===== src/encoder_marker_pkg.sv =====
// package for the encoder marker capture block
// assumes a 16-bit peripheral i/o bus on the system clock, word addresses
package encoder_marker_pkg;

  // ****************************************
  // register word addresses
  // ****************************************
  localparam logic [7:0] ADDR_CONTROL = 8'h00;
  localparam logic [7:0] ADDR_STATUS = 8'h01;
  localparam logic [7:0] ADDR_COUNT_LO = 8'h02;
  localparam logic [7:0] ADDR_COUNT_HI = 8'h03;
  localparam logic [7:0] ADDR_ZCAP_LO = 8'h06;
  localparam logic [7:0] ADDR_ZCAP_HI = 8'h07;
  localparam logic [7:0] ADDR_SCAP_LO = 8'h08;
  localparam logic [7:0] ADDR_SCAP_HI = 8'h09;
  localparam logic [7:0] ADDR_MAX_LO = 8'h0C;
  localparam logic [7:0] ADDR_MAX_HI = 8'h0D;

  // ****************************************
  // control field positions
  // ****************************************
  localparam int CTL_ZERO_RESET = 1;
  localparam int CTL_SINGLE_NORTH = 2;
  localparam int CTL_CHECK = 3;
  localparam int CTL_ZCAP_QUAD = 7;
  localparam int CTL_SCAP_DIR = 8;

  // ****************************************
  // status field positions
  // ****************************************
  localparam int ST_COUNT_ERR = 0;
  localparam int ST_DIR_UP = 1;
  localparam int ST_NOT_INIT = 2;
  localparam int ST_FIRST_ZERO = 3;
  localparam int ST_LOOP_TIMEOUT = 5;
  localparam int ST_ZCAP = 6;
  localparam int ST_SCAP = 7;
  localparam int ST_LIVE_LSB = 8;
  localparam int ST_SNAP_LSB = 12;

  // ****************************************
  // reset values
  // ****************************************
  localparam logic [15:0] CONTROL_RESET = 16'h0000;
  localparam logic [31:0] COUNT_RESET = 32'h0000_0000;
  localparam logic [31:0] MAX_RESET = 32'h0000_0000;
  localparam logic [15:0] HALF_RESET = 16'h0000;
  // not-initialised bit stands until the maximum is committed
  localparam logic [15:0] STATUS_RESET = 16'h0004;

  // filtered encoder input levels
  typedef struct packed {
    logic strobe_marker;
    logic zero_marker;
    logic quadrature_b;
    logic quadrature_a;
  } pins_t;

  // one register bus request
  typedef struct packed {
    logic rd;
    logic wr;
    logic [7:0] addr;
    logic [15:0] wdata;
  } bus_req_t;

endpackage

===== src/encoder_marker_capture.sv =====
// encoder unit: position counter, marker captures, zero reset, error check,
// pin status and sticky interrupts behind a 16-bit register bus
// assumes filtered pins, quadrature pulse and direction come from logic on clk_sys_in
`timescale 1ns/100ps

// Function
// - control bit 7 clear: zero-marker rising edge copies count into zero capture
// - bit 7 set, counting up: capture on first quadrature pulse after zero rise
// - bit 7 set, counting down: capture on first quadrature pulse after zero fall
// - marker captures never change the up/down counter itself
// - control bit 8 clear: strobe rising edge copies count into strobe capture
// - bit 8 set: strobe captures at its edge, rising up, falling down
// - both captures are 32-bit read-only; control bits 7 and 8 reset to zero
// - single-north mode resets count only at first zero marker, needs zero-reset
// - status bit 3 sets at first zero marker; single-north bit resets zero
// - with check and zero-reset, mismatch at zero marker sets status bit 0
// - counting continues normally after a count error
// - later matching zero marker clears status bit 0; check bit resets zero
// - status bits 8-11 follow the filtered input levels continuously
// - status bits 12-15 snapshot inputs only when count low half is read
// - three interrupt outputs from four sticky bits, cleared by writing one
// - loop timeout sets status bit 5 and loop interrupt until cleared
// - either capture update raises one capture interrupt, two bits tell which
// - each 32-bit register is two 16-bit halves, low half at lower address
// - upper halves of 32-bit registers reset to zero
// - high half written first; maximum low write commits, initialises, clears bit 2
// - only a count low-half write loads the counter with the assembled value
// - reading a count or capture low half freezes its upper half for the following read
// - zero-reset resets count at zero marker: zero forward, maximum reverse
// - zero marker is the rising edge forward, falling edge in reverse
module encoder_marker_capture
  import encoder_marker_pkg::*;
(
  input wire logic clk_sys_in,
  input wire logic rst_in,
  input wire bus_req_t bus_req_in,
  input wire pins_t pins_in,
  input wire logic quad_pulse_in,
  input wire logic count_up_in,
  input wire logic loop_timeout_in,
  output logic [15:0] bus_rdata_out,
  output logic [31:0] position_count_out,
  output logic loop_irq_out,
  output logic error_irq_out,
  output logic capture_interrupt_out
);

  // ****************************************
  // state
  // ****************************************
  logic [15:0] control_q;
  logic [15:0] status_q;
  logic [31:0] count_q;
  logic [31:0] max_q;
  logic [31:0] zcap_q;
  logic [31:0] scap_q;
  logic [15:0] count_hi_wr_q;
  logic [15:0] max_hi_wr_q;
  logic [15:0] count_hi_rd_q;
  logic [15:0] zcap_hi_rd_q;
  logic [15:0] scap_hi_rd_q;
  pins_t pins_prev_q;
  logic zero_pend_q;
  logic zcap_arm_q;
  logic first_reset_done_q;
  logic [15:0] rdata_d;

  // next count in the running direction with rollover at the maximum
  function automatic logic [31:0] step_count(input logic [31:0] cur, input logic [31:0] max,
                                             input logic up);
    if (up) begin
      step_count = (cur == max) ? 32'h0000_0000 : cur + 32'h0000_0001;
    end else begin
      step_count = (cur == 32'h0000_0000) ? max : cur - 32'h0000_0001;
    end
  endfunction

  // ****************************************
  // decode and events
  // ****************************************
  logic wr_ctl, wr_st, wr_cnt_lo, wr_cnt_hi, wr_max_lo, wr_max_hi;
  logic rd_cnt_lo, rd_zcap_lo, rd_scap_lo;
  logic z_rise, z_fall, s_rise, s_fall, zero_mark;
  logic zero_enable, zero_reset_now, check_now, count_mismatch;
  logic zcap_now, scap_now;
  logic [31:0] count_natural;
  logic [31:0] expected;

  assign wr_ctl = bus_req_in.wr && bus_req_in.addr == ADDR_CONTROL;
  assign wr_st = bus_req_in.wr && bus_req_in.addr == ADDR_STATUS;
  assign wr_cnt_lo = bus_req_in.wr && bus_req_in.addr == ADDR_COUNT_LO;
  assign wr_cnt_hi = bus_req_in.wr && bus_req_in.addr == ADDR_COUNT_HI;
  assign wr_max_lo = bus_req_in.wr && bus_req_in.addr == ADDR_MAX_LO;
  assign wr_max_hi = bus_req_in.wr && bus_req_in.addr == ADDR_MAX_HI;
  assign rd_cnt_lo = bus_req_in.rd && bus_req_in.addr == ADDR_COUNT_LO;
  assign rd_zcap_lo = bus_req_in.rd && bus_req_in.addr == ADDR_ZCAP_LO;
  assign rd_scap_lo = bus_req_in.rd && bus_req_in.addr == ADDR_SCAP_LO;

  // marker edges against the previous filtered level
  assign z_rise = pins_in.zero_marker && !pins_prev_q.zero_marker;
  assign z_fall = !pins_in.zero_marker && pins_prev_q.zero_marker;
  assign s_rise = pins_in.strobe_marker && !pins_prev_q.strobe_marker;
  assign s_fall = !pins_in.strobe_marker && pins_prev_q.strobe_marker;
  assign zero_mark = count_up_in ? z_rise : z_fall;

  // zero reset acts on the quadrature pulse after the marker
  assign zero_enable = control_q[CTL_ZERO_RESET];
  assign zero_reset_now = zero_pend_q && quad_pulse_in && zero_enable
                          && !(control_q[CTL_SINGLE_NORTH] && first_reset_done_q);
  assign expected = count_up_in ? 32'h0000_0000 : max_q;
  // compare the naturally stepped count, before the reset overrides it
  assign count_natural = step_count(count_q, max_q, count_up_in);
  assign check_now = zero_pend_q && quad_pulse_in && zero_enable && control_q[CTL_CHECK];
  assign count_mismatch = count_natural != expected;

  // capture strobes
  assign zcap_now = control_q[CTL_ZCAP_QUAD] ? (zcap_arm_q && quad_pulse_in) : z_rise;
  assign scap_now = control_q[CTL_SCAP_DIR] ? (count_up_in ? s_rise : s_fall) : s_rise;

  // ****************************************
  // marker tracking
  // ****************************************
  // previous pin levels for edge detection
  always_ff @(posedge clk_sys_in or posedge rst_in) begin
    if (rst_in) begin
      pins_prev_q <= '0;
    end else begin
      pins_prev_q <= pins_in;
    end
  end

  // pending zero reset, cleared when consumed or on initialisation
  always_ff @(posedge clk_sys_in or posedge rst_in) begin
    if (rst_in) begin
      zero_pend_q <= 1'b0;
      first_reset_done_q <= 1'b0;
    end else if (wr_max_lo) begin
      zero_pend_q <= 1'b0;
      first_reset_done_q <= 1'b0;
    end else begin
      if (zero_mark && zero_enable) begin
        zero_pend_q <= 1'b1;
      end else if (quad_pulse_in) begin
        zero_pend_q <= 1'b0;
      end
      if (zero_reset_now) begin
        first_reset_done_q <= 1'b1;
      end
    end
  end

  // zero capture arm in quadrature mode only, so an edge seen in edge mode
  // cannot leave a stale arm behind; direction picks the edge
  always_ff @(posedge clk_sys_in or posedge rst_in) begin
    if (rst_in) begin
      zcap_arm_q <= 1'b0;
    end else if (control_q[CTL_ZCAP_QUAD] && (count_up_in ? z_rise : z_fall)) begin
      zcap_arm_q <= 1'b1;
    end else if (quad_pulse_in) begin
      zcap_arm_q <= 1'b0;
    end
  end

  // ****************************************
  // registers written by software
  // ****************************************
  // control; capture mode bits and mode bits reset to zero
  always_ff @(posedge clk_sys_in or posedge rst_in) begin
    if (rst_in) begin
      control_q <= CONTROL_RESET;
    end else if (wr_ctl) begin
      control_q <= bus_req_in.wdata;
    end
  end

  // staged high halves; only the low-half write commits
  always_ff @(posedge clk_sys_in or posedge rst_in) begin
    if (rst_in) begin
      count_hi_wr_q <= HALF_RESET;
      max_hi_wr_q <= HALF_RESET;
      max_q <= MAX_RESET;
    end else begin
      if (wr_cnt_hi) begin
        count_hi_wr_q <= bus_req_in.wdata;
      end
      if (wr_max_hi) begin
        max_hi_wr_q <= bus_req_in.wdata;
      end
      if (wr_max_lo) begin
        max_q <= {max_hi_wr_q, bus_req_in.wdata};
      end
    end
  end

  // ****************************************
  // position counter
  // ****************************************
  // bus load beats a quadrature step; captures never touch it
  always_ff @(posedge clk_sys_in or posedge rst_in) begin
    if (rst_in) begin
      count_q <= COUNT_RESET;
    end else if (wr_cnt_lo) begin
      count_q <= {count_hi_wr_q, bus_req_in.wdata};
    end else if (zero_reset_now) begin
      count_q <= expected;
    end else if (quad_pulse_in) begin
      count_q <= count_natural;
    end
  end

  // ****************************************
  // capture registers
  // ****************************************
  always_ff @(posedge clk_sys_in or posedge rst_in) begin
    if (rst_in) begin
      zcap_q <= COUNT_RESET;
      scap_q <= COUNT_RESET;
    end else begin
      if (zcap_now) begin
        zcap_q <= count_q;
      end
      if (scap_now) begin
        scap_q <= count_q;
      end
    end
  end

  // ****************************************
  // status and interrupts
  // ****************************************
  logic [15:0] status_d;
  always_comb begin
    status_d = status_q;
    // write one clears; a same-cycle event below wins over the clear
    if (wr_st) begin
      status_d = status_q & ~(bus_req_in.wdata & 16'h00E1);
    end
    status_d[ST_DIR_UP] = count_up_in;
    status_d[4] = 1'b0;
    if (wr_max_lo) begin
      status_d[ST_NOT_INIT] = 1'b0;
      status_d[ST_FIRST_ZERO] = 1'b0;
    end
    if (zero_mark && zero_enable) begin
      status_d[ST_FIRST_ZERO] = 1'b1;
    end
    if (check_now) begin
      status_d[ST_COUNT_ERR] = count_mismatch;
    end
    if (loop_timeout_in) begin
      status_d[ST_LOOP_TIMEOUT] = 1'b1;
    end
    if (zcap_now) begin
      status_d[ST_ZCAP] = 1'b1;
    end
    if (scap_now) begin
      status_d[ST_SCAP] = 1'b1;
    end
    status_d[ST_LIVE_LSB +: 4] = pins_in;
    if (rd_cnt_lo) begin
      status_d[ST_SNAP_LSB +: 4] = pins_in;
    end
  end

  // not-initialised bit stands until the maximum is committed
  always_ff @(posedge clk_sys_in or posedge rst_in) begin
    if (rst_in) begin
      status_q <= STATUS_RESET;
    end else begin
      status_q <= status_d;
    end
  end

  // interrupt outputs track the sticky bits in the same cycle
  always_ff @(posedge clk_sys_in or posedge rst_in) begin
    if (rst_in) begin
      loop_irq_out <= 1'b0;
      error_irq_out <= 1'b0;
      capture_interrupt_out <= 1'b0;
    end else begin
      loop_irq_out <= status_d[ST_LOOP_TIMEOUT];
      error_irq_out <= status_d[ST_COUNT_ERR];
      capture_interrupt_out <= status_d[ST_ZCAP] | status_d[ST_SCAP];
    end
  end

  // ****************************************
  // read path
  // ****************************************
  // count and capture high halves read from a copy frozen by the low-half read; maximum high reads max_q directly
  always_comb begin
    case (bus_req_in.addr)
      ADDR_CONTROL: rdata_d = control_q;
      ADDR_STATUS: rdata_d = status_q;
      ADDR_COUNT_LO: rdata_d = count_q[15:0];
      ADDR_COUNT_HI: rdata_d = count_hi_rd_q;
      ADDR_ZCAP_LO: rdata_d = zcap_q[15:0];
      ADDR_ZCAP_HI: rdata_d = zcap_hi_rd_q;
      ADDR_SCAP_LO: rdata_d = scap_q[15:0];
      ADDR_SCAP_HI: rdata_d = scap_hi_rd_q;
      ADDR_MAX_LO: rdata_d = max_q[15:0];
      ADDR_MAX_HI: rdata_d = max_q[31:16];
      default: rdata_d = 16'h0000;
    endcase
  end

  // frozen high halves
  always_ff @(posedge clk_sys_in or posedge rst_in) begin
    if (rst_in) begin
      count_hi_rd_q <= HALF_RESET;
      zcap_hi_rd_q <= HALF_RESET;
      scap_hi_rd_q <= HALF_RESET;
    end else begin
      if (rd_cnt_lo) begin
        count_hi_rd_q <= count_q[31:16];
      end
      if (rd_zcap_lo) begin
        zcap_hi_rd_q <= zcap_q[31:16];
      end
      if (rd_scap_lo) begin
        scap_hi_rd_q <= scap_q[31:16];
      end
    end
  end

  // read data one cycle after the strobe; count mirrored out for the timers
  always_ff @(posedge clk_sys_in or posedge rst_in) begin
    if (rst_in) begin
      bus_rdata_out <= 16'h0000;
      position_count_out <= COUNT_RESET;
    end else begin
      if (bus_req_in.rd) begin
        bus_rdata_out <= rdata_d;
      end
      position_count_out <= count_q;
    end
  end

  // ****************************************
  // assertions
  // ****************************************
  zcap_direct_a: assert property (@(posedge clk_sys_in) disable iff (rst_in)
    !control_q[CTL_ZCAP_QUAD] && z_rise |=> zcap_q == $past(count_q))
    else $error("zero capture missed the rising edge");

  zcap_quad_a: assert property (@(posedge clk_sys_in) disable iff (rst_in)
    control_q[CTL_ZCAP_QUAD] && count_up_in && z_rise && !quad_pulse_in ##1
    (quad_pulse_in && !z_rise && !z_fall && control_q[CTL_ZCAP_QUAD]) |=> zcap_q == $past(count_q))
    else $error("zero capture missed the quadrature pulse");

  scap_dir_a: assert property (@(posedge clk_sys_in) disable iff (rst_in)
    control_q[CTL_SCAP_DIR] && !count_up_in && s_fall |=> scap_q == $past(count_q) && status_q[ST_SCAP])
    else $error("strobe capture missed the falling edge");

  count_load_a: assert property (@(posedge clk_sys_in) disable iff (rst_in)
    wr_cnt_lo |=> count_q == {$past(count_hi_wr_q), $past(bus_req_in.wdata)})
    else $error("count low write did not load counter");

  count_step_a: assert property (@(posedge clk_sys_in) disable iff (rst_in)
    quad_pulse_in && !wr_cnt_lo && !zero_reset_now |=> count_q == $past(count_natural))
    else $error("counter step disturbed");

  count_error_a: assert property (@(posedge clk_sys_in) disable iff (rst_in)
    check_now && count_mismatch |=> status_q[ST_COUNT_ERR] && error_irq_out)
    else $error("count error not flagged");

  loop_irq_a: assert property (@(posedge clk_sys_in) disable iff (rst_in)
    loop_timeout_in |=> loop_irq_out && status_q[ST_LOOP_TIMEOUT])
    else $error("loop timeout interrupt missing");

  irq_sticky_a: assert property (@(posedge clk_sys_in) disable iff (rst_in)
    capture_interrupt_out && !wr_st |=> capture_interrupt_out)
    else $error("capture interrupt dropped without clear");

  max_init_a: assert property (@(posedge clk_sys_in) disable iff (rst_in)
    wr_max_lo |=> !status_q[ST_NOT_INIT] && max_q == {$past(max_hi_wr_q), $past(bus_req_in.wdata)})
    else $error("maximum commit failed");

  snap_hold_a: assert property (@(posedge clk_sys_in) disable iff (rst_in)
    !rd_cnt_lo |=> $stable(status_q[15:12]))
    else $error("pin snapshot changed without count read");

  live_pins_a: assert property (@(posedge clk_sys_in) disable iff (rst_in)
    1'b1 |=> status_q[11:8] == $past(pins_in))
    else $error("live pin bits lag");

  hi_freeze_a: assert property (@(posedge clk_sys_in) disable iff (rst_in)
    rd_cnt_lo ##1 (bus_req_in.rd && bus_req_in.addr == ADDR_COUNT_HI) |=> bus_rdata_out == $past(count_q[31:16], 2))
    else $error("count high half not frozen");

endmodule


===== config.mk =====
export PLATFORM = sky130hd
export DESIGN_NAME = encoder_marker_capture
export DESIGN_NICKNAME = d
export VERILOG_FILES = /design/src/encoder_marker_pkg.sv /design/src/encoder_marker_capture.sv
export SDC_FILE = /design/constraint.sdc
export NUM_CORES = 1
export LEC_CHECK = 0
export BUFFER_PORTS_ARGS = -buffer_cell sky130_fd_sc_hd__buf_2
export CAP_MARGIN = 20
export CELL_PAD_IN_SITES_DETAIL_PLACEMENT = 1
export CELL_PAD_IN_SITES_GLOBAL_PLACEMENT = 1
export CORE_MARGIN = 2
export CORE_UTILIZATION = 50
export DETAILED_ROUTE_END_ITERATION = 12
export PLACE_DENSITY_LB_ADDON = 0.25
export RECOVER_POWER = 50
export SYNTH_ARGS = -nofsm -noshare
export SYNTH_HDL_FRONTEND = slang
export SYNTH_SLANG_ARGS = --single-unit

===== constraint.sdc =====
create_clock -name clk_sys_in -period 29.2 [get_ports clk_sys_in]
set_clock_uncertainty 0.05 [all_clocks]
set_input_delay 5.84 -clock clk_sys_in [delete_from_list [all_inputs] [get_ports clk_sys_in]]
set_output_delay 5.84 -clock clk_sys_in [all_outputs]
set_load 0.1 [all_outputs]

==> flow_summary.yaml <==
die:
  die_h_um: 177
  die-width_um: 177
  dieArea_um2: 31200
  core-area_um2: 29500
  start_util: 0.505
  io_pins: 86
  row_count: 63
synth:
  syn_area_per_cell_um2: 10.9
  ys_types: 85
  ys_warn_count: 0
  synthTopCellsByArea: "dfrtp_1 49%, mux2_2 14%, xor2_1 3.3%"
  synthesis.area_um2: 14900
  seq_area_frac_synth: 0.489
  synthCells: 1373
  synthArstFlopShare: 1.00
  synth-main-ff-cell: "dfrtp_1"
  syn_nets: 1411
  yosysTopAreaCellShare: 0.487
  yosys.area.top_type: "dfrtp_1"
  synth_edf_count: 0
  ys_ff_latch: 291
worst_setup_path:
  crit_type: "in -> reg"
  slowest_stage: "clkbuf_1"
  crit_required_ns: 29.65
  critPathMaxFanout: 36
  arrival_ns: 10.36
  cp-start-kind: "input pin"
  max_stage_delay_ns: 1.54
  crit_path_end_kind: "flip-flop"
  crit_chain: "buf_2 -> clkbuf_1 -> inv_1 -> nor2_2 -> nand2_1 -> buf_16 -> o41ai_1 -> a221oi_1 -> nor2_1"
final_layout:
  fill_cells: 3150
  nNetsFinal: 1450
  layout_commonest_cell: "dfrtp_1"
  utilization: 0.565
  layout-drive-gt1-share: 0.263
  seq_area_um2: 7280
  final_cell_area_um2: 16700
  multi_input_area_um2: 7010
  stdcell_count: 1827
  final_cell_mix: "290 x dfrtp_1, 191 x mux2_2, 93 x nand2_1"
  area_growth_pct: 11.8
place:
  dpl.cell_count: 1768
  gp_congestion: 0.984
  placed_area_um2: 15600
  io_buffers: 85
  place_ws_ns: 20.29
  place_hpwl_um: 35800
detailed_routing:
  totalWireLength_um: 53800
  drtIter0Drc: 1419
  antenna_left: 0
  vias_per_cell: 6.67
  drc: 0
  wire_per_inst_um: 29.4
  dr.pass1.iters: 6
  routed-via-count: 12200
cts:
  htree_levels: 1
  cts_sinks: 291
  cts-resized-gates: 0
  hold_buffers: 0
  cts_setup_buffers: 0
  clk_latency_ns: 0.58
  cts_root_buf: "clkbuf_16"
  numCtsBuffers: 31
  path_clk_slew_ns: 0.06
  clockBufferDepth: 3
  cts_tree: "done"
timing:
  slew_headroom: -2.72
  whs_ns: 0.426
  finalSetupViolCount: 0
  max_freq_ghz: 0.101
  rsz0062_at_grt: "false"
  fin_crit_sh: 0.339
  setup_slack_ns: 19.29
  maxSlewViolCount: 161
  post-route-min-period_ns: 9.91
  tightestPinTransition_ns: 5.55
  hold_viol: 0
  tns_ns: 0
pwr:
  ir_drop_v: 0.0000497
  powerDensity_nw_per_um2: 77.3
  p_total_mw: 1.29
  p_leak_nw: 7.24
outcome:
  violations: "max-capacitance violations, max-slew violations"
  status: "finished with violations"
grt:
  grt_antenna_before_repair: 1
  grt_pass1_vias: 12700
  grt_pass1_wl_um: 80300
  grt_max_degree: 170
  grt_overflow_total: 0
  track_usage: 0.346
run:
  drv_cap: 2
min_path:
  hold_class: "reg -> reg"
==> registers in the layout, summed over array words and instances, names as in the netlist, 32 cells and up <==
register,count
max_q,32
scap_q,32
zcap_q,32
position_count_out,32
count_q,32
==> cell type report <==
cell class,count,area share
Timing Repair Buffer,120,0.0419
Multi-Input combinational cell,941,0.421
Antenna cell,1,0.000150
Tap cell,390,0.0293
Clock buffer,48,0.0564
Sequential cell,291,0.437
Inverter,27,0.00616
Clock inverter,9,0.00781
==> cell usage after synthesis, types with 7 or more instances <==
cell,instances
a21oi_1,36
inv_1,27
a22o_1,11
nand4_1,18
mux2i_1,7
and3_1,13
nand2_1,93
a41o_1,10
a31oi_1,7
buf_2,7
buf_1,7
mux2_2,191
xor2_1,56
nor4_1,21
nand3_1,31
o22ai_1,12
o21ai_0,78
o211ai_1,12
o221ai_1,11
dfrtp_1,290
o32ai_1,8
clkbuf_1,86
nor2_1,82
a211oi_1,7
nor3_1,23
a221oi_1,20
a22oi_1,48
xnor2_1,38
==> metal layers <==
metal	up-vias	global-route usage	routed length, µm
met3	181	0.0636	4250
li1	5113	-	-
met4	0	0.180	3030
met5	-	0	0
met2	597	0.554	25100
met1	6296	0.451	21400
==> power by group <==
part / switching (mW) / internal [mW] / leakage [nW]
Combinational: 0.232 / 0.102 / 2.95
Sequential: 0.0791 / 0.462 / 3.77
Clock: 0.166 / 0.247 / 0.526
Total: 0.477 / 0.810 / 7.24
==> cells by family (layout without fill, tap and decap cells) <==
logic type | after synthesis | in the layout | share of synthesized area
compound gates | 301 | 301 | 0.141
xor+xnor | 94 | 94 | 0.0553
fa+ha+maj | 3 | 3 | 0.00252
buf+inv | 141 | 204 | 0.0426
flops | 291 | 291 | 0.489
mux | 198 | 198 | 0.149
other cells | 0 | 1 | 0
simple gates | 345 | 345 | 0.120
==> worst max-delay path: cells and delay by family <==
family	cells	cell delay (ns)
buffers and inverters	4	2.85
and+or+nand+nor	3	1.07
AOI/OAI and AO/OA	2	0.54
==> worst paths after layout <==
path                       cells after the start          endpoint  slack [ns]              from
setup / recovery                               9       count_q[22]       19.29       count_up_in
hold / removal                                 2       count_q[25]        0.43  count_hi_wr_q[9]
setup reg to reg                              12       status_q[0]       24.18        count_q[1]
hold reg to reg                                2       count_q[25]        0.43  count_hi_wr_q[9]
max in group asynchronous                      2  bus_rdata_out[2]       19.68            rst_in
min in group asynchronous                      2       count_q[27]        6.92            rst_in
Note: power is estimated with default switching activity, not from simulation.
